`src/common/bod_pkg.sv`:
```
// package: opcode fields, encodings and cycle constants for the instruction decoder
package bod_pkg;
   localparam int unsigned INSTR_W        = 14;
   localparam int unsigned ADDR_W         = 7;
   localparam int unsigned OSC_PER_CYCLE  = 4;
   localparam logic [1:0]  PHASE_LAST     = 2'h3;
   // field positions
   localparam int unsigned ADDR_LSB       = 0;
   localparam int unsigned DEST_POS       = 7;
   localparam int unsigned BIT_LSB        = 7;
   localparam int unsigned OP6_LSB        = 8;
   localparam int unsigned OP4_LSB        = 10;
   localparam int unsigned BRA_LSB        = 9;
   localparam int unsigned CALL_LSB       = 11;
   localparam int unsigned IDX_FSR_POS    = 6;
   localparam int unsigned IDX_MOVI_POS   = 2;
   localparam int unsigned FSR_PROG_BIT   = 15;
   // indirect file register addresses
   localparam logic [6:0]  INDF0_ADDR     = 7'h00;
   localparam logic [6:0]  INDF1_ADDR     = 7'h01;
   // byte-oriented opcodes, bits 13:8
   localparam logic [5:0]  OP_ADD_W_TO_FILE       = 6'h07;
   localparam logic [5:0]  OP_ADD_W_CARRY_TO_FILE = 6'h3D;
   localparam logic [5:0]  OP_AND_W_WITH_FILE     = 6'h05;
   localparam logic [5:0]  OP_OR_W_WITH_FILE      = 6'h04;
   localparam logic [5:0]  OP_ROTATE_LEFT         = 6'h0D;
   localparam logic [5:0]  OP_ROTATE_RIGHT        = 6'h0C;
   localparam logic [5:0]  OP_XOR_W_WITH_FILE     = 6'h06;
   localparam logic [5:0]  OP_SUB_W_FROM_FILE     = 6'h02;
   localparam logic [5:0]  OP_SUB_W_BORROW        = 6'h3B;
   localparam logic [5:0]  OP_SWAP_NIBBLES        = 6'h0E;
   localparam logic [5:0]  OP_ARITH_SHIFT_RIGHT   = 6'h37;
   localparam logic [5:0]  OP_LOGIC_SHIFT_LEFT    = 6'h35;
   localparam logic [5:0]  OP_LOGIC_SHIFT_RIGHT   = 6'h36;
   localparam logic [5:0]  OP_CLEAR               = 6'h01;
   localparam logic [5:0]  OP_COMPLEMENT          = 6'h09;
   localparam logic [5:0]  OP_DECREMENT           = 6'h03;
   localparam logic [5:0]  OP_INCREMENT           = 6'h0A;
   localparam logic [5:0]  OP_MOVE_FILE           = 6'h08;
   localparam logic [5:0]  OP_DECREMENT_SKIP_ZERO = 6'h0B;
   localparam logic [5:0]  OP_INCREMENT_SKIP_ZERO = 6'h0F;
   localparam logic [5:0]  OP_MOVE_INDEXED        = 6'h3F;
   localparam logic [5:0]  OP_SPECIAL             = 6'h00;
   localparam logic [5:0]  OP_RETURN_WITH_LITERAL = 6'h34;
   // bit-oriented opcodes, bits 13:10
   localparam logic [3:0]  OP_BIT_CLEAR           = 4'h4;
   localparam logic [3:0]  OP_BIT_SET             = 4'h5;
   localparam logic [3:0]  OP_SKIP_IF_BIT_CLEAR   = 4'h6;
   localparam logic [3:0]  OP_SKIP_IF_BIT_SET     = 4'h7;
   // control opcodes
   localparam logic [4:0]  OP_RELATIVE_BRANCH     = 5'h19;
   localparam logic [2:0]  OP_SUBROUTINE_CALL     = 3'h4;
   localparam logic [2:0]  OP_ABSOLUTE_JUMP       = 3'h5;
   localparam logic [13:0] OP_RETURN              = 14'h0008;
   localparam logic [13:0] OP_INTERRUPT_RETURN    = 14'h0009;
   localparam logic [13:0] OP_CALL_VIA_W          = 14'h000A;
   localparam logic [13:0] OP_BRANCH_VIA_W        = 14'h000B;
   localparam logic [9:0]  OP_MOVE_FSR_HI         = 10'h001;
   // alu operation select
   typedef enum logic [3:0] {
      BOD_ALU_PASS  = 4'h0,
      BOD_ALU_ADD   = 4'h1,
      BOD_ALU_ADDC  = 4'h2,
      BOD_ALU_AND   = 4'h3,
      BOD_ALU_OR    = 4'h4,
      BOD_ALU_RLC   = 4'h5,
      BOD_ALU_RRC   = 4'h6,
      BOD_ALU_XOR   = 4'h7,
      BOD_ALU_SUB   = 4'h8,
      BOD_ALU_SUBB  = 4'h9,
      BOD_ALU_SWAP  = 4'hA,
      BOD_ALU_ASR   = 4'hB,
      BOD_ALU_LSL   = 4'hC,
      BOD_ALU_LSR   = 4'hD,
      BOD_ALU_CLR   = 4'hE,
      BOD_ALU_COM   = 4'hF
   } bod_alu_t;
   // sequencer states, gray along the idle-exec-extra-flush path
   typedef enum logic [1:0] {
      BOD_ST_IDLE  = 2'b00,
      BOD_ST_EXEC  = 2'b01,
      BOD_ST_EXTRA = 2'b11,
      BOD_ST_FLUSH = 2'b10
   } bod_state_t;
endpackage : bod_pkg

```
`src/verilog/bod_phase_div.sv`:
```
// four-phase divider giving one instruction cycle per four oscillator clocks
`timescale 1ns/10ps
module bod_phase_div
#(
   parameter int unsigned DIV = 4
)
(
   input  wire logic       sys_clk_i,
   input  wire logic       rst_n_i,
   output logic [1:0]      phase_o,
   output logic            cycle_end_o
);
   import bod_pkg::*;

   // free-running phase counter, wraps after DIV clocks
   always_ff @(posedge sys_clk_i or negedge rst_n_i)
   begin
      if (!rst_n_i)
      begin
         phase_o <= 2'h0;
      end
      else if (phase_o == 2'(DIV - 1))
      begin
         phase_o <= 2'h0;
      end
      else
      begin
         phase_o <= phase_o + 2'h1;
      end
   end

   // end-of-cycle enable pulse
   assign cycle_end_o = (phase_o == 2'(DIV - 1));
endmodule : bod_phase_div

```
`src/verilog/bod_decoder.sv`:
```
// instruction decoder and cycle sequencer for the 8-bit core
`timescale 1ns/10ps
module bod_decoder
#(
   parameter int unsigned IW = 14,
   parameter int unsigned AW = 7
)
(
   input  wire logic               sys_clk_i,
   input  wire logic               rst_n_i,
   input  wire logic [IW-1:0]      instr_i,
   input  wire logic               instr_valid_i,
   input  wire logic [7:0]         file_rdata_i,
   input  wire logic [7:0]         w_i,
   input  wire logic               carry_i,
   input  wire logic [15:0]        fsr0_i,
   input  wire logic [15:0]        fsr1_i,
   input  wire logic               skip_cond_i,
   output logic                    instr_ready_o,
   output logic [1:0]              phase_o,
   output logic                    file_rd_o,
   output logic                    file_wr_o,
   output logic [AW-1:0]           file_addr_o,
   output logic [7:0]              file_wdata_o,
   output logic                    w_wr_o,
   output logic [7:0]              w_wdata_o,
   output logic                    flags_wr_o,
   output logic [2:0]              flags_mask_o,
   output logic [2:0]              flags_o,
   output logic [2:0]              bit_sel_o,
   output logic                    fsr_index_o,
   output logic [7:0]              literal_o,
   output logic                    flow_change_o,
   output logic                    illegal_o,
   output logic                    done_o,
   output logic [1:0]              cycles_o
);
   import bod_pkg::*;

   // flag bit positions inside flags_o and flags_mask_o
   localparam int unsigned FL_C  = 0;
   localparam int unsigned FL_DC = 1;
   localparam int unsigned FL_Z  = 2;

   bod_state_t          state_reg;
   bod_state_t          state_next;
   logic                cycle_end;
   logic [IW-1:0]       ir_reg;
   logic [1:0]          cnt_reg;
   logic [1:0]          need_reg;
   logic [1:0]          need_now;
   bod_alu_t            alu_op;
   logic                uses_file;
   logic                writes_only;
   logic                flow_always;
   logic                skip_type;
   logic                known;
   logic [2:0]          fmask;
   logic                indirect_file_register_hit;
   logic                fsr_prog;
   logic                dest_bit;
   logic [5:0]          op6;
   logic [3:0]          op4;
   logic [8:0]          sum;
   logic [4:0]          nib;
   logic [7:0]          res;
   logic                c_out;
   logic                dc_out;
   logic                cin;

   bod_phase_div #(.DIV(OSC_PER_CYCLE)) u_phase
   (
      .sys_clk_i   (sys_clk_i),
      .rst_n_i     (rst_n_i),
      .phase_o     (phase_o),
      .cycle_end_o (cycle_end)
   );

   assign op6      = ir_reg[OP6_LSB +: 6];
   assign op4      = ir_reg[OP4_LSB +: 4];
   assign dest_bit = ir_reg[DEST_POS];

   always_comb
   begin
      alu_op      = BOD_ALU_PASS;
      uses_file   = 1'b0;
      writes_only = 1'b0;
      flow_always = 1'b0;
      skip_type   = 1'b0;
      known       = 1'b1;
      fmask       = 3'h0;
      if (op4 == OP_BIT_CLEAR || op4 == OP_BIT_SET)
      begin
         uses_file = 1'b1;
      end
      else if (op4 == OP_SKIP_IF_BIT_CLEAR || op4 == OP_SKIP_IF_BIT_SET)
      begin
         uses_file = 1'b1;
         skip_type = 1'b1;
      end
      else if (ir_reg[13:11] == OP_SUBROUTINE_CALL || ir_reg[13:11] == OP_ABSOLUTE_JUMP)
      begin
         flow_always = 1'b1;
      end
      else if (ir_reg[13:9] == OP_RELATIVE_BRANCH)
      begin
         flow_always = 1'b1;
      end
      else if (op6 == OP_RETURN_WITH_LITERAL)
      begin
         flow_always = 1'b1;
      end
      else if (ir_reg == OP_RETURN || ir_reg == OP_INTERRUPT_RETURN)
      begin
         flow_always = 1'b1;
      end
      else if (ir_reg == OP_CALL_VIA_W || ir_reg == OP_BRANCH_VIA_W)
      begin
         flow_always = 1'b1;
      end
      else if (ir_reg[13:4] == OP_MOVE_FSR_HI || op6 == OP_MOVE_INDEXED)
      begin
         uses_file = 1'b1;
      end
      else if (op6 == OP_SPECIAL || (ir_reg[13:12] == 2'h3 && op6 != OP_ADD_W_CARRY_TO_FILE
               && op6 != OP_SUB_W_BORROW && op6 != OP_ARITH_SHIFT_RIGHT
               && op6 != OP_LOGIC_SHIFT_LEFT && op6 != OP_LOGIC_SHIFT_RIGHT))
      begin
         // remaining literal and inherent forms pass straight through; file ops of the 11 group go on
         known = 1'b1;
      end
      else
      begin
         uses_file = 1'b1;
         case (op6)
            OP_ADD_W_TO_FILE:       begin alu_op = BOD_ALU_ADD;  fmask = 3'h7; end
            OP_ADD_W_CARRY_TO_FILE: begin alu_op = BOD_ALU_ADDC; fmask = 3'h7; end
            OP_AND_W_WITH_FILE:     begin alu_op = BOD_ALU_AND;  fmask = 3'h4; end
            OP_OR_W_WITH_FILE:      begin alu_op = BOD_ALU_OR;   fmask = 3'h4; end
            OP_XOR_W_WITH_FILE:     begin alu_op = BOD_ALU_XOR;  fmask = 3'h4; end
            OP_ROTATE_LEFT:         begin alu_op = BOD_ALU_RLC;  fmask = 3'h1; end
            OP_ROTATE_RIGHT:        begin alu_op = BOD_ALU_RRC;  fmask = 3'h1; end
            OP_SUB_W_FROM_FILE:     begin alu_op = BOD_ALU_SUB;  fmask = 3'h7; end
            OP_SUB_W_BORROW:        begin alu_op = BOD_ALU_SUBB; fmask = 3'h7; end
            OP_SWAP_NIBBLES:        begin alu_op = BOD_ALU_SWAP; end
            OP_ARITH_SHIFT_RIGHT:   begin alu_op = BOD_ALU_ASR;  fmask = 3'h5; end
            OP_LOGIC_SHIFT_LEFT:    begin alu_op = BOD_ALU_LSL;  fmask = 3'h5; end
            OP_LOGIC_SHIFT_RIGHT:   begin alu_op = BOD_ALU_LSR;  fmask = 3'h5; end
            OP_COMPLEMENT:          begin alu_op = BOD_ALU_COM;  fmask = 3'h4; end
            OP_DECREMENT:           begin alu_op = BOD_ALU_SUB;  fmask = 3'h4; end
            OP_INCREMENT:           begin alu_op = BOD_ALU_ADD;  fmask = 3'h4; end
            OP_MOVE_FILE:           begin alu_op = BOD_ALU_PASS; fmask = 3'h4; end
            OP_CLEAR:               begin alu_op = BOD_ALU_CLR;  fmask = 3'h4; writes_only = dest_bit; end
            OP_DECREMENT_SKIP_ZERO: begin alu_op = BOD_ALU_SUB;  skip_type = 1'b1; end
            OP_INCREMENT_SKIP_ZERO: begin alu_op = BOD_ALU_ADD;  skip_type = 1'b1; end
            default:                begin known = 1'b0; uses_file = 1'b0; end
         endcase
      end
   end

   assign fsr_index_o = (op6 == OP_MOVE_INDEXED) ? ir_reg[IDX_FSR_POS] :
                        (ir_reg[13:4] == OP_MOVE_FSR_HI) ? ir_reg[IDX_MOVI_POS] :
                        ir_reg[ADDR_LSB +: AW] == INDF1_ADDR;
   // clear-w don't-care bits never look indirect
   assign indirect_file_register_hit = uses_file && !(op6 == OP_CLEAR && !dest_bit)
                     && ((ir_reg[ADDR_LSB +: AW] == INDF0_ADDR) || (ir_reg[ADDR_LSB +: AW] == INDF1_ADDR)
                     || op6 == OP_MOVE_INDEXED || ir_reg[13:4] == OP_MOVE_FSR_HI);
   assign fsr_prog = fsr_index_o ? fsr1_i[FSR_PROG_BIT] : fsr0_i[FSR_PROG_BIT];

   // operand selection for inc/dec uses constant one instead of w
   always_comb
   begin
      logic [7:0] opb;
      opb = (op6 == OP_DECREMENT || op6 == OP_INCREMENT || skip_type) ? 8'h01 : w_i;
      cin = (alu_op == BOD_ALU_ADDC) ? carry_i : (alu_op == BOD_ALU_SUBB) ? carry_i : 1'b1;
      sum    = 9'h000;
      nib    = 5'h00;
      res    = file_rdata_i;
      c_out  = carry_i;
      dc_out = 1'b0;
      case (alu_op)
         BOD_ALU_ADD, BOD_ALU_ADDC:
         begin
            sum    = {1'b0, file_rdata_i} + {1'b0, opb} + {8'h00, (alu_op == BOD_ALU_ADDC) & cin};
            nib    = {1'b0, file_rdata_i[3:0]} + {1'b0, opb[3:0]} + {4'h0, (alu_op == BOD_ALU_ADDC) & cin};
            res    = sum[7:0];
            c_out  = sum[8];
            dc_out = nib[4];
         end
         BOD_ALU_SUB, BOD_ALU_SUBB:
         begin
            sum    = {1'b0, file_rdata_i} + {1'b0, ~opb} + {8'h00, cin};
            nib    = {1'b0, file_rdata_i[3:0]} + {1'b0, ~opb[3:0]} + {4'h0, cin};
            res    = sum[7:0];
            c_out  = sum[8];
            dc_out = nib[4];
         end
         BOD_ALU_AND:  res = file_rdata_i & w_i;
         BOD_ALU_OR:   res = file_rdata_i | w_i;
         BOD_ALU_XOR:  res = file_rdata_i ^ w_i;
         BOD_ALU_RLC:  begin res = {file_rdata_i[6:0], carry_i}; c_out = file_rdata_i[7]; end
         BOD_ALU_RRC:  begin res = {carry_i, file_rdata_i[7:1]}; c_out = file_rdata_i[0]; end
         BOD_ALU_SWAP: res = {file_rdata_i[3:0], file_rdata_i[7:4]};
         BOD_ALU_ASR:  begin res = {file_rdata_i[7], file_rdata_i[7:1]}; c_out = file_rdata_i[0]; end
         BOD_ALU_LSL:  begin res = {file_rdata_i[6:0], 1'b0}; c_out = file_rdata_i[7]; end
         BOD_ALU_LSR:  begin res = {1'b0, file_rdata_i[7:1]}; c_out = file_rdata_i[0]; end
         BOD_ALU_CLR:  res = 8'h00;
         BOD_ALU_COM:  res = ~file_rdata_i;
         default:      res = file_rdata_i;
      endcase
   end

   // sequencer next state
   always_comb
   begin
      state_next = state_reg;
      case (state_reg)
         BOD_ST_IDLE:  if (cycle_end && instr_valid_i) state_next = BOD_ST_EXEC;
         BOD_ST_EXEC:  if (cycle_end) state_next = (need_now > 2'h1) ? BOD_ST_EXTRA : BOD_ST_FLUSH;
         BOD_ST_EXTRA: if (cycle_end && cnt_reg + 2'h2 >= need_reg) state_next = BOD_ST_FLUSH;
         BOD_ST_FLUSH: state_next = instr_valid_i ? BOD_ST_IDLE : BOD_ST_IDLE;
         default:      state_next = BOD_ST_IDLE;
      endcase
   end

   // state register
   always_ff @(posedge sys_clk_i or negedge rst_n_i)
   begin
      if (!rst_n_i) state_reg <= BOD_ST_IDLE;
      else          state_reg <= state_next;
   end

   // latch instruction word at cycle boundary
   always_ff @(posedge sys_clk_i or negedge rst_n_i)
   begin
      if (!rst_n_i)
         ir_reg <= '0;
      else if (state_reg == BOD_ST_IDLE && cycle_end && instr_valid_i)
         ir_reg <= instr_i;
   end

   // skip adds a cycle only when taken; extra cycle
   assign need_now = 2'h1 + 2'(flow_always | (skip_type & skip_cond_i)) + 2'(indirect_file_register_hit & fsr_prog);

   // cycle budget; base one, plus flow and indirect extras
   always_ff @(posedge sys_clk_i or negedge rst_n_i)
   begin
      if (!rst_n_i)
      begin
         need_reg <= 2'h1;
         cnt_reg  <= 2'h0;
      end
      else if (state_reg == BOD_ST_EXEC && cycle_end)
      begin
         need_reg <= need_now;
         cnt_reg  <= 2'h0;
      end
      else if (state_reg == BOD_ST_EXTRA && cycle_end)
      begin
         cnt_reg <= cnt_reg + 2'h1;
      end
   end

   // read during execute for file-using ops only, write at cycle end
   assign file_rd_o   = (state_reg == BOD_ST_EXEC) && uses_file;
   assign file_wr_o   = file_rd_o && cycle_end && (dest_bit || writes_only) && alu_op != BOD_ALU_PASS;
   assign w_wr_o      = file_rd_o && cycle_end && !dest_bit && !skip_type && op4[3:2] != 2'h1;
   assign flags_wr_o  = file_rd_o && cycle_end && (fmask != 3'h0);
   assign instr_ready_o = (state_reg == BOD_ST_IDLE) && cycle_end;
   assign file_addr_o = ir_reg[ADDR_LSB +: AW];
   assign bit_sel_o   = ir_reg[BIT_LSB +: 3];
   assign literal_o   = ir_reg[7:0];
   assign flags_mask_o = fmask;

   // registered results
   always_ff @(posedge sys_clk_i or negedge rst_n_i)
   begin
      if (!rst_n_i)
      begin
         file_wdata_o  <= 8'h00;
         w_wdata_o     <= 8'h00;
         flags_o       <= 3'h0;
         flow_change_o <= 1'b0;
         illegal_o     <= 1'b0;
         done_o        <= 1'b0;
         cycles_o      <= 2'h0;
      end
      else
      begin
         done_o <= (state_reg == BOD_ST_FLUSH);
         if (state_reg == BOD_ST_EXEC)
         begin
            file_wdata_o  <= res;
            w_wdata_o     <= res;
            flags_o[FL_C]  <= c_out;
            flags_o[FL_DC] <= dc_out;
            flags_o[FL_Z]  <= (res == 8'h00);
            flow_change_o <= flow_always | (skip_type & skip_cond_i);
            illegal_o     <= ~known;
         end
         if (state_reg == BOD_ST_FLUSH)
            cycles_o <= need_reg;
      end
   end
endmodule : bod_decoder

```
`config.mk`:
```
export PLATFORM = sky130hd
export DESIGN_NAME = bod_decoder
export DESIGN_NICKNAME = d
export VERILOG_FILES = /design/src/common/bod_pkg.sv /design/src/verilog/bod_phase_div.sv /design/src/verilog/bod_decoder.sv
export SDC_FILE = /design/constraint.sdc
export NUM_CORES = 1
export LEC_CHECK = 0
export BUFFER_PORTS_ARGS = -buffer_cell sky130_fd_sc_hd__buf_2
export CELL_PAD_IN_SITES_DETAIL_PLACEMENT = 0
export CELL_PAD_IN_SITES_GLOBAL_PLACEMENT = 1
export CORE_MARGIN = 3
export CORE_UTILIZATION = 39
export CTS_CLUSTER_DIAMETER = 100
export DETAILED_ROUTE_END_ITERATION = 12
export PLACE_DENSITY = 0.86
export SLEW_MARGIN = 10
export SYNTH_ARGS = -nofsm -noshare
export SYNTH_HDL_FRONTEND = slang
export SYNTH_HIERARCHICAL = 1
export SYNTH_SLANG_ARGS = --single-unit
```
`constraint.sdc`:
```
create_clock -name sys_clk_i -period 5.05 [get_ports sys_clk_i]
set_input_delay 0.505 -clock sys_clk_i [delete_from_list [all_inputs] [get_ports sys_clk_i]]
set_output_delay 0.505 -clock sys_clk_i [all_outputs]
set_load 0.1 [all_outputs]
```
* Word level (Yosys, flattened, before mapping)
Cells that the tools add are included.
** Operators by class
- Bitwise gates (word level) :: 13
- Order comparisons :: 2
- Reductions and logical operators :: 58
- Mux-type cells :: 83
- $add $sub $neg :: 13
- Equality and inequality tests :: 64
** Operators by type and width (count)
- one-hot mux 8 bit (13 select lines) :: 1
- one-hot mux 4 bit (15 select lines) :: 1
- equality test 14 x 4 -> 1 bit (second input constant) :: 4
- two-way mux 1 bit :: 52
- equality test 6 x 4 -> 1 bit (second input constant) :: 8
- equality test 6 bit (second input constant) :: 7
- two-way mux 4 bit :: 9
- equality test 4 x 3 -> 1 bit (second input constant) :: 8
- equality test 4 bit (second input constant) :: 8
- != test 6 bit (second input constant) :: 5
- two-way mux 3 bit :: 9
- equality test 6 x 3 -> 1 bit (second input constant) :: 4
- logical AND 1 bit :: 22
- OR reduction 20 bit :: 1
- adder 8 x 8 -> 9 bit :: 2
- adder 9 x 1 -> 9 bit :: 2
- NOT 8 bit :: 2
- logical OR 1 bit :: 13
- equality test 6 x 2 -> 1 bit (second input constant) :: 2
- two-way mux 2 bit :: 6
- one-hot mux 3 bit (4 select lines) :: 1
- OR reduction 3 bit :: 4
- adder 4 x 4 -> 5 bit :: 2
- adder 5 x 1 -> 5 bit :: 2
- other kinds (40) :: 58
** Storage, ports and cells
- Input bits :: 67
- Output and inout bits :: 53
- Flip-flop bits (word level) :: 38

* Logic depth before layout (Yosys ltp)
Gate-level depths: netlist of run 1.
- Word-level depth :: 24
- Mapped depth :: 19

* Hierarchy
Netlist of run 1, hierarchy kept.
** By module, submodules not included
- bod_decoder :: cells an instance 483, seq. area each 902.1 um^2, area an instance 4096.4 um^2, instances 1
- bod_phase_div :: cells an instance 4, seq. area each 50.0 um^2, area an instance 66.3 um^2, instances 1

* Least setup slack after synthesis of run 1
Ideal clock, no wire load.
- Kind :: register to register
- From :: reg u_phase.phase_o[0]
- To :: reg ir_reg[11]
- Path buffers :: 2
- Library setup time :: 0.125 ns
- Data required time :: 4.925 ns
- Arrival time :: 4.837 ns
- Cell stages (with the launch flop) :: 7
- Setup slack :: 0.088 ns
- Cells stage by stage :: dfrtp_1 > ha_1 > nor3b_1 > and2_1 > clkbuf_1 > clkbuf_1 > mux2_2
** Between the ends
- Longest elaborated chain between the ends :: 3
** RTL lines
- start: declaration :: RTL line bod_phase_div.sv:10 : output logic [1:0] phase_o,
- start signal: assignment :: RTL line bod_phase_div.sv:28 : phase_o <= phase_o + 2'h1;
- equality test 2 bit :: RTL line bod_phase_div.sv:33 : assign cycle_end_o = (phase_o == 2'(DIV - 1));
- net cycle_end :: RTL line bod_decoder.sv:47 : logic cycle_end;
- logical AND 1 bit
- net instr_ready_o :: RTL line bod_decoder.sv:19 : output logic instr_ready_o,
- logical AND 1 bit :: RTL line bod_decoder.sv:238 : else if (state_reg == BOD_ST_IDLE && cycle_end && instr_valid_i)
- end signal: assignment :: RTL line bod_decoder.sv:239 : ir_reg <= instr_i;
- end: declaration :: RTL line bod_decoder.sv:48 : logic [IW-1:0] ir_reg;
The timed path passes the listed nets, and every way through them passes these cells.
A chain may end at the register's enable or synchronous reset.

* Worst setup path in the final report of run 1
- From :: reg ir_reg[12]
- To :: reg flags_o[2]
** Between the ends
- Longest elaborated chain between the ends :: 23
** RTL lines
- != test 6 bit / equality test 2 bit (equally long branches) :: RTL line bod_decoder.sv:125 : else if (op6 == OP_SPECIAL || (ir_reg[13:12] == 2'h3 && op6 != OP_ADD_W_CARRY_TO_FILE
- logical AND 1 bit :: RTL line bod_decoder.sv:125
- logical AND 1 bit (2 in series) :: RTL line bod_decoder.sv:126 : && op6 != OP_SUB_W_BORROW && op6 != OP_ARITH_SHIFT_RIGHT
- logical AND 1 bit (2 in series) :: RTL line bod_decoder.sv:127 : && op6 != OP_LOGIC_SHIFT_LEFT && op6 != OP_LOGIC_SHIFT_RIGHT))
- logical OR 1 bit :: RTL line bod_decoder.sv:125
- two-way mux 1 bit / two-way mux 4 bit (equally long branches) :: RTL line bod_decoder.sv:125
- two-way mux 1 bit / two-way mux 4 bit (equally long branches) :: RTL line bod_decoder.sv:121 : else if (ir_reg[13:4] == OP_MOVE_FSR_HI || op6 == OP_MOVE_INDEXED)
- two-way mux 1 bit / two-way mux 4 bit (equally long branches) :: RTL line bod_decoder.sv:117 : else if (ir_reg == OP_CALL_VIA_W || ir_reg == OP_BRANCH_VIA_W)
- [5 not listed]
- two-way mux 1 bit / two-way mux 4 bit (equally long branches) :: RTL line bod_decoder.sv:92 : if (op4 == OP_BIT_CLEAR || op4 == OP_BIT_SET)
- logical OR 1 bit / equality test 4 bit (equally long branches)
- two-way mux 8 bit / two-way mux 1 bit (equally long branches) :: RTL line bod_decoder.sv:174, bod_decoder.sv:175
- NOT 8 bit / two-way mux 1 bit (equally long branches) :: RTL line bod_decoder.sv:192, bod_decoder.sv:175
- adder 8 x 8 -> 9 bit / AND 1 bit (equally long branches) :: RTL line bod_decoder.sv:192, bod_decoder.sv:184
- adder 9 x 1 -> 9 bit (on tied branches) :: RTL line bod_decoder.sv:192, bod_decoder.sv:184
- one-hot mux 8 bit (13 select lines) * :: RTL line bod_decoder.sv:181 : case (alu_op)
- zero test 8 bit * :: RTL line bod_decoder.sv:297 : flags_o[FL_Z] <= (res == 8'h00);
- end signal: indexed assignment :: RTL line bod_decoder.sv:295 : flags_o[FL_C] <= c_out;
- end signal: indexed assignment :: RTL line bod_decoder.sv:296 : flags_o[FL_DC] <= dc_out;
- end signal: indexed assignment :: RTL line bod_decoder.sv:297
- end: declaration :: RTL line bod_decoder.sv:29 : output logic [2:0] flags_o,
Every way passes the cells marked *; elsewhere a longest branch is shown, timed or not.

==> results of run 1 <==
[worst register-to-register path, stage by stage (launching register included)]
cell       delay (ps)
dfrtp_1           640
o31ai_1           360
a22oi_1           110
or2_2             430
nand2_1           180
fa_1              230
inv_1              60
fa_1              410
o21bai_1          140
a21oi_1           150
o31ai_1           370
xnor2_1           150
a221oi_2          310
o2111ai_1         170
o41ai_2           290
[cell families after synthesis]
group / count (synthesis) / share of synthesized area, %
buffers and inverters: 94 / 12.53
XOR/XNOR: 2 / 0.4209
flip-flops: 38 / 22.87
AND/OR/NAND/NOR: 151 / 20.44
adder cells (fa/ha/maj): 38 / 12.14
AO/OA/AOI/OAI: 148 / 27.32
multiplexers: 16 / 4.268
[final cells by class]
class	count	area share (%)
inverter	41	3.397
sequential	38	21.02
multi-input combinational	355	59.35
timing repair buffer	94	10.66
clock inverter	2	0.2209
tap	136	3.756
clock buffer	6	1.602
[cell usage in the layout, fill, tap and decap left out, types with 6 or more instances in the layout]
cell type	instances
nand3_1	7
o21bai_1	6
nor2_1	27
o21ai_0	26
buf_2	89
ha_1	34
a31oi_1	6
a21oi_1	18
a21o_1	7
o31ai_1	8
dfrtp_1	37
nand2b_1	7
nand2_1	48
mux2_2	14
a22oi_1	8
inv_1	40
o21ai_1	8
nand3b_1	7
[layer usage]
metal | routed length, um | vias to the layer above
li1 | - | 1848
met4 | 101 | 0
met1 | 5242 | 1820
met2 | 5271 | 130
met5 | 0 | -
met3 | 720 | 12
[worst max path at each step]
stage | from | endpoint | slack [ps] | cells past startpoint
6_report | ir_reg[12] | flags_o[2] | 970 | 14
5_1_grt | ir_reg[12] | flags_o[2] | 710 | 14
4_1_cts | ir_reg[12] | flags_o[2] | 1000 | 14
3_5_place_dp | ir_reg[12] | flags_o[2] | 1030 | 14
3_3_place_gp | ir_reg[12] | flags_o[2] | 1100 | 14
2_1_floorplan | u_phase/phase_o[0] | ir_reg[11] | 90 | 6
[through the flow]
step,instance area [um^2],std cells,worst slack (ps),util (%)
6_report,4531,672,968.2,43.69
5_1_grt,4531,672,705.4,43.69
4_1_cts,4531,672,997.6,43.69
3_5_place_dp,4448,664,1031,42.89
3_3_place_gp,4448,664,1099,42.89
2_1_floorplan,4163,487,88.34,-
==> out/results.txt, run 1 <==
Root buffer cell: clkbuf_8
Post-synth top area share: 22.24%
Crit path kind: register to register
Chip width: 109.3 um
Hold crit path type: input pin to asynchronous set/reset pin
Crit path required time: 5240 ps
Later-pin clock latency in the skew report: 300 ps
Mapped Nets: 592
Sequential area share after synthesis: 22.87%
Arrival time worst endpoint: 4280 ps
M3 GR Usage: 2.642%
Core Rows: 37
Max reg flops: 14
CTS clk-pin slew, worst paths: 80 ps
Grt met1 use: 27.18%
Die ar.: 0.01195 mm^2
Total GRT Usage: 19.17%
DR iter-0 viols: 209
Multi-input logic area: 0.002689 mm^2
Global-route wire length before repair: 18540 um
Port Buffers: 89
Synth Register Bits: 38
Wire per inst: 16.87 um
Yosys cell types: 90
Tcrit/Tclk final: 80.83%
Post-synthesis area per instance: 8.548 um^2
Largest delay share family, worst path: compound AO/OA/AOI/OAI gates
Final WL: 11340 um
Core box area: 0.01037 mm^2
R2r setup slk: 970 ps
FILL cells: 1071
Synth cell count leaders: nand2_1, inv_1, dfrtp_1
Clk buf depth: 2
Most common cell in the netlist: nand2_1
Slew HR: 45.09%
CTS Buf Count: 5
Placer congestion estimate: 0.9018
Worst-case clock skew: 12.16 ps
CP Capture Type: register
Reg2Reg Capture Point: flags_o[2]
Max FO, Critical Path: 21
Die H: 109.3 um
Fin. Hold Viols: 0
DRC violations left: 0
Via count: 3810
Initial antenna violation count: 0
Antenna diode count: 0
Final slew viol count: 0
Unrepaired setup endpoints after global routing: false
Gr ovfl total: 0
TNS Setup: 0 ps
Main flop type after synthesis: dfrtp_1
Area leader, netlist: dfrtp_1
Crit-path max cell delay: 640 ps
Worst hold margin: 306.7 ps
Number of I/O pins: 120
Crit-path slowest cell: dfrtp_1
Final Critical Period: 4082 ps
Share of cells above drive strength 1: 27.43%
Clock Sinks: 38
CTS resizes: 0
Sequential Area: 952.2 um^2
Area delta synth->final: 8.837%
Vias per cell: 5.670
Async S/R FF share, synth: 100.0%
GRT busiest layer: met2
Initial Util: 40.14%
Slew @ Worst Pin: 823.6 ps
Max-cap viol count: 0
Number of routed nets with antenna violations: 0
R2R depth: 14
Vias in the first global route: 3676
Post CTS Setup Buffer Count: 0
Final HPWL DP: 8748 um
Netlist Area Pre-Place: 0.004163 mm^2
Outcome: finished, final reports clean
CTS Hold Buffers Added: 0
Reg2reg start: ir_reg[12]
Max frequency: 245.0 MHz
H-tree Lvls: 2
Startpoint Class: register
Critical path, cell by cell: o31ai_1 -> a22oi_1 -> or2_2 -> nand2_1 -> fa_1 -> inv_1 -> fa_1 -> o21bai_1 -> a21oi_1 -> o31ai_1 -> xnor2_1 -> a221oi_2 -> o2111ai_1 -> o41ai_2
WP buf/inv: 1
Pre-Repair DR Iteration Count: 5
Synth Instances: 487
Post-synth EDFFs: 0
Synth area leaders: dfrtp_1, ha_1, buf_4
Final setup viols: 0
CTS tree: built
Pin count of the biggest net entering global routing: 39
M2 GR Usage: 31.49%
Final nets: 640
Yosys Warn Count: 6
Power of run 1 is left out: the tool's default activity adds up to more than one toggle a clock period on the data nets, which glitch-free logic cannot reach.
==> run 2: changes to the inputs <==
Settings changed: ABC_AREA set to 1, CORE_UTILIZATION 39 to 33, PLACE_DENSITY 0.86 to 0.83.
Clock period 5.05 ns to 3.3 ns, I/O delays scaled along.
==> run 2 against run 1 <==
Compared with the run above: critical path type unchanged; setup slack got worse by 760 ps; worst hold slack lost 150 ps; area after synthesis decreased by 1.7%; largest cell class unchanged.
==> out/results.txt, run 2 <==
Synth cell count leaders: nand2_1, nor2_1, inv_1
Core box area: 0.01206 mm^2 (+16%)
GRT busiest layer: met2
FILL cells: 1255 (+17%)
Mapped Nets: 753 (+27%)
Arrival time worst endpoint: 3320 ps (-960 ps)
Die H: 117.4 um (+7.4%)
Antenna diode count: 0 (unchanged)
Post-synth EDFFs: 0 (unchanged)
Sequential area share after synthesis: 23.27% (+0.39 points)
Root buffer cell: clkbuf_16
Slew @ Worst Pin: 863.4 ps (+39.79 ps)
Most Frequent Cell on Critical Path: nand2_1
CTS Buf Count: 5 (unchanged)
Final nets: 883 (+38%)
Startpoint Class: register
Placed cell area: 0.005074 mm^2 (+14%)
Die ar.: 0.01377 mm^2 (+15%)
Vias in the first global route: 4510 (+23%)
Netlist Area Pre-Place: 0.004093 mm^2 (-1.7%)
H-tree Lvls: 2 (unchanged)
Yosys cell types: 39 (-57%)
Hold crit path type: input pin to asynchronous set/reset pin
Yosys Warn Count: 6 (unchanged)
Initial antenna violation count: 0 (unchanged)
M3 GR Usage: 2.507% (-0.14 points)
Synth Instances: 648 (+33%)
Main flop type after synthesis: dfrtp_1
Final setup viols: 0 (unchanged)
Most common cell in the netlist: nand2_1
M2 GR Usage: 33.27% (+1.8 points)
Commonest cells after routing, fill and taps aside: nand2_1, nor2_1, buf_2
Grt met1 use: 23.98% (-3.2 points)
Chip width: 117.4 um (+7.4%)
Number of routed nets with antenna violations: 0 (unchanged)
Final slew viol count: 0 (unchanged)
Final instance area: 0.005430 mm^2 (+20%)
Max FO, Critical Path: 8 (-62%)
CP Capture Type: register
Port Buffers: 89 (unchanged)
CTS clk-pin slew, worst paths: 60 ps (-20 ps)
Synth Register Bits: 38 (unchanged)
Dpl cells: 932 (+40%)
Share of cells above drive strength 1: 31.45% (+4.0 points)
Fin. Hold Viols: 0 (unchanged)
Slew HR: 42.44% (-2.7 points)
Final Critical Period: 3093 ps (-988.4 ps)
Final HPWL DP: 10570 um (+21%)
Final non-filler cell total: 947 (+41%)
Initial Util: 33.93% (-6.2 points)
Area delta synth->final: 32.68%
Max reg flops: 14 (unchanged)
Area leader, netlist: dfrtp_1
DR iter-0 viols: 358 (+71%)
Gr ovfl total: 0 (unchanged)
Crit path kind: register to register
Via count: 4622 (+21%)
Global-route wire length before repair: 21660 um (+17%)
Post-synthesis area per instance: 6.316 um^2 (-26%)
Crit path required time: 3530 ps (-1710 ps)
Max-cap viol count: 0 (unchanged)
Clock Sinks: 38 (unchanged)
Pin count of the biggest net entering global routing: 39 (unchanged)
Number of I/O pins: 120 (unchanged)
Total GRT Usage: 18.82% (-0.35 points)
CTS tree: built
Clk buf depth: 2 (unchanged)
Commonest non-fill, non-tap cell in the layout: nand2_1
Critical path, cell by cell: buf_4 -> nor2_4 -> buf_4 -> nand3_1 -> nand3_4 -> nor2_1 -> inv_1 -> ha_1 -> nor2_1 -> o21ai_0 -> nand3_1 -> nand2_1 -> nand2_1 -> nor2_1 -> nor3_1 -> nand3_2 -> nor2_2 -> nand2_1 -> nand2_1
Vias per cell: 4.881 (-14%)
Post-synth top area share: 22.62% (+0.38 points)
Outcome: finished, final reports clean
Pre-Repair DR Iteration Count: 5 (unchanged)
Async S/R FF share, synth: 100.0% (unchanged)
Crit-path max cell delay: 390 ps (-250 ps)
Core Rows: 40 (+8.1%)
Crit-path slowest cell: nor3_1
DRC violations left: 0 (unchanged)
Worst-case clock skew: 4.005 ps (-8.155 ps)
Tcrit/Tclk final: 93.74% (+13 points)
Placer congestion estimate: 0.9891 (+9.7%)
Max frequency: 323.3 MHz (+32%)
Final WL: 13260 um (+17%)
Synth area leaders: dfrtp_1, nand2_1, ha_1
Wire per inst: 14.00 um (-17%)
Later-pin clock latency in the skew report: 280 ps (-20 ps)
-- run 2: kinds of logic after synthesis --
family                   count (synthesis)  share of synthesized area [%]
AND/OR/NAND/NOR                        366                          38.80
buffers and inverters                  128                          14.25
AO/OA/AOI/OAI                           70                          9.386
adder cells (fa/ha/maj)                 38                          12.35
flip-flops                              38                          23.27
XOR/XNOR                                 4                         0.8559
multiplexers                             4                          1.101
-- run 2: critical path, delay by kind of cell (launching register included) --
kind,cells,cell delay (ps)
adder cells (fa/ha/maj),1,320
AO/OA/AOI/OAI,1,150
flip-flops,1,380
AND/OR/NAND/NOR,14,1810
buffers and inverters,3,360
-- run 2: worst paths after layout --
path | from | endpoint | slack [ps] | cells after the start
worst max-delay path | ir_reg[12] | flags_o[2] | 210 | 19
worst min-delay path | rst_n_i | w_wdata_o[7] | 160 | 1
worst max register to register | ir_reg[12] | flags_o[2] | 210 | 19
worst min register to register | u_phase/phase_o[0] | u_phase/phase_o[0] | 460 | 1
max in group asynchronous | rst_n_i | ir_reg[13] | 2550 | 1
min in group sys_clk_i | instr_i[1] | ir_reg[1] | 280 | 2
-- run 2: repair_timing --
item / in CTS / in global routing
hold buffers: 0 / 0
setup buffers: 0 / 7
resized for setup: 0 / 36
hold endpoints to repair: 0 / 0
endpoints found under the setup margin: 0 / 8
-- run 2: per-stage QoR --
stage                     setup TNS [ps]  hold WS [ps]  setup slack (ps)  utilization (%)
after floorplan                   -510.0         34.41            -470.9                -
after detailed placement               0         467.0             48.30            42.06
after CTS                              0         183.0             14.57            43.71
after global placement                 0         437.7             71.02            42.06
final                                  0         159.7             206.6            45.02
after global routing              -22.92         237.4            -22.92            45.02
-- run 2: cell type report --
type                    instances  area, um^2  area share [%]
well taps                     168       210.2           3.871
flip-flops and latches         38       957.2           17.63
repair buffers                158       967.2           17.81
clock buffers                   6       138.9           2.558
multi-input cells             482        2743           50.51
inverters                      93       354.1           6.521
clock inverters                 2       60.06           1.106
-- run 2: metal layers --
metal | share of wire, % | vias to the layer above | wire length [um]
met1 | 45 | 2144 | 5954
li1 | - | 2304 | -
met2 | 48 | 151 | 6360
met5 | 0 | - | 0
met4 | 1.9 | 0 | 258
met3 | 5.1 | 23 | 681
Power of run 2 is left out for the same reason.
==> run 3: changes to the inputs <==
Settings changed: ABC_CLOCK_PERIOD_IN_PS set to 3300, SYNTH_HIERARCHICAL 1 to not set.
==> run 3 against run 2 <==
Compared with the run above: worst hold slack better by 1.9 ps; final area is 10% lower; critical path depth is 8 lower; count of clock-buffer cells in the layout stayed put; fmax is 3.8% higher; global-route usage is 0.87 points lower; setup slack better by 110 ps; non-clock buffer count is 41 lower; die area is 1.4% lower; critical endpoint is now w_wr_o.
==> out/results.txt, run 3 <==
R2R depth: 22 (+3)
H-tree Lvls: 2 (unchanged)
Commonest cells after routing, fill and taps aside: nand2_1, nor2_1, buf_2
Hold crit path type: input pin to asynchronous set/reset pin
Reg2reg start: ir_reg[11]
Multi-input logic area: 0.002604 mm^2 (-5.1%)
Post-synthesis area per instance: 6.279 um^2 (-0.58%)
Total GRT Usage: 17.94% (-0.87 points)
Wire per inst: 13.87 um (-0.88%)
Netlist Area Pre-Place: 0.004031 mm^2 (-1.5%)
Final slew viol count: 0 (unchanged)
Post-synth top area share: 22.97% (+0.34 points)
Outcome: finished, final reports clean
Area leader, netlist: dfrtp_1
Reg2Reg Capture Point: flags_o[0]
Initial Util: 34.57% (+0.64 points)
Slew HR: 44.01% (+1.6 points)
Via count: 4346 (-6.0%)
Gr ovfl total: 0 (unchanged)
Max FO, Critical Path: 5 (-3)
Post-synth EDFFs: 0 (unchanged)
DRC violations left: 0 (unchanged)
Final setup viols: 0 (unchanged)
Port Buffers: 89 (unchanged)
Most common cell in the netlist: nand2_1
Final WS setup: 319.6 ps (+112.9 ps)
Main flop type after synthesis: dfrtp_1
Max-cap viol count: 0 (unchanged)
Core Rows: 39 (-2.5%)
Yosys Warn Count: 0 (-6)
Sequential Area: 953.4 um^2 (-0.39%)
Synth cell count leaders: nand2_1, nor2_1, inv_1
Met2 routed wirelength: 5500 um (-14%)
Arrival time worst endpoint: 2650 ps (-670 ps)
DR iter-0 viols: 425 (+19%)
Async S/R FF share, synth: 100.0% (unchanged)
Final Critical Period: 2980 ps (-112.9 ps)
Clk buf depth: 2 (unchanged)
Crit path kind: register to output pin
Pre-Repair DR Iteration Count: 5 (unchanged)
Synth Instances: 642 (-0.93%)
Worst-case clock skew: 2.989 ps (-1.016 ps)
Core box area: 0.01166 mm^2 (-3.3%)
Tcrit/Tclk final: 90.32% (-3.4 points)
Area delta synth->final: 20.79%
Antenna diode count: 0 (unchanged)
Global-route wire length before repair: 19640 um (-9.3%)
Share of cells above drive strength 1: 23.77% (-7.7 points)
Final HPWL DP: 10040 um (-5.0%)
Worst slack at placement: 211.1 ps (+162.8 ps)
Commonest non-fill, non-tap cell in the layout: nand2_1
CTS Hold Buffers Added: 0 (unchanged)
Mapped Nets: 747 (-0.80%)
Post CTS Setup Buffer Count: 0 (unchanged)
Die H: 116.5 um (-0.72%)
FILL cells: 1235 (-1.6%)
Startpoint Class: register
Placer congestion estimate: 0.9188 (-7.1%)
Met3 routed WL: 666 um (-2.2%)
Final WL: 12140 um (-8.4%)
Sequential area share after synthesis: 23.62% (+0.35 points)
Final nets: 836 (-5.3%)
CTS tree: built
Slew @ Worst Pin: 839.8 ps (-23.56 ps)
Vias in the first global route: 4014 (-11%)
CTS clk-pin slew, worst paths: 50 ps (about the same)
Initial antenna violation count: 0 (unchanged)
Die ar.: 0.01358 mm^2 (-1.4%)
Fin. Hold Viols: 0 (unchanged)
Root buffer cell: clkbuf_16
Clock Sinks: 38 (unchanged)
CTS Buf Count: 5 (unchanged)
Metal-1 WL: 5716 um (-4.0%)
Number of I/O pins: 120 (unchanged)
Crit path required time: 2970 ps (-560 ps)
Synth Register Bits: 38 (unchanged)
Pin count of the biggest net entering global routing: 39 (unchanged)
R2r setup slk: 330 ps (+120 ps)
Number of routed nets with antenna violations: 0 (unchanged)
Highest metal used: met4
Yosys cell types: 34 (-13%)
Synth area leaders: dfrtp_1, nand2_1, ha_1
Max reg flops: 14 (unchanged)
Chip width: 116.5 um (-0.72%)
Later-pin clock latency in the skew report: 270 ps (about the same)
CP Capture Type: output pin
Vias per cell: 4.967 (+1.8%)
Max frequency: 335.5 MHz (+3.8%)
-- run 3: cell count changes after synthesis, moves of 5 or more --
cell      delta
o211ai_1     +5
nor2_1       -9
nor2_2       -5
nand3_1     -12
nand2_1     +24
-- run 3: cell type report --
| cell class | instances | share of cell area (%) |
|---|---|---|
| sequential | 38 | 19.58 |
| timing repair buffer | 117 | 13.46 |
| clock inverter | 2 | 0.2055 |
| tap | 143 | 3.674 |
| inverter | 90 | 6.963 |
| multi-input combinational | 479 | 53.47 |
| clock buffer | 6 | 2.646 |
-- run 3: worst max-delay path: stages, from the launching register on --
cell     delay (ps)
dfrtp_1         410
inv_2            60
buf_4           130
nand2_1          90
nor2_1          150
inv_1           120
nor3_1          370
nor3_1          120
nand2_1         130
nand2_1         120
nor4_2          190
buf_2           480
-- run 3: worst max path at each step --
stage	cells past startpoint	slack (ps)	startpoint	endpoint
floorplan	5	-390	u_phase.phase_o[0]	w_wr_o
detailed placement	19	210	ir_reg[9]	flags_o[2]
finish	11	320	ir_reg[10]	w_wr_o
CTS	19	190	ir_reg[9]	flags_o[2]
global route	20	-10	ir_reg[10]	flags_o[2]
global placement	19	250	ir_reg[9]	flags_o[2]
-- run 3: what timing repair did --
action,4_1_cts,5_1_grt
hold endpoints to repair,0,0
setup endpoints to repair,0,5
gates resized for setup,0,20
-- run 3: cell families after synthesis --
family | Yosys count | share of synthesized area, %
AOI/OAI and AO/OA | 66 | 9.218
adders and majority gates | 38 | 12.54
buffers and inverters | 125 | 14.15
DFF | 38 | 23.62
muxes | 6 | 1.676
and+or+nand+nor | 369 | 38.80
-- run 3: per-layer routing --
layer / track usage [%] / vias to the layer above
li1: - / 2208
met1: 25.09 / 1970
met2: 29.14 / 148
met3: 1.606 / 20
met4: 5.878 / 0
met5: 0 / -
-- run 3: stage by stage --
| stage | instances | utilization [%] | TNS, ps | area (um^2) | hold slack [ps] |
|---|---|---|---|---|---|
| floorplan | 642 | - | -388.1 | 4066 | 34.41 |
| global placement | 867 | 40.04 | 0 | 4669 | 434.6 |
| detailed placement | 867 | 40.04 | 0 | 4669 | 440.9 |
| CTS | 875 | 41.23 | 0 | 4808 | 194.7 |
| global route | 875 | 41.76 | -12.30 | 4870 | 235.6 |
| finish | 875 | 41.76 | 0 | 4870 | 161.6 |
Power of run 3 is left out for the same reason.
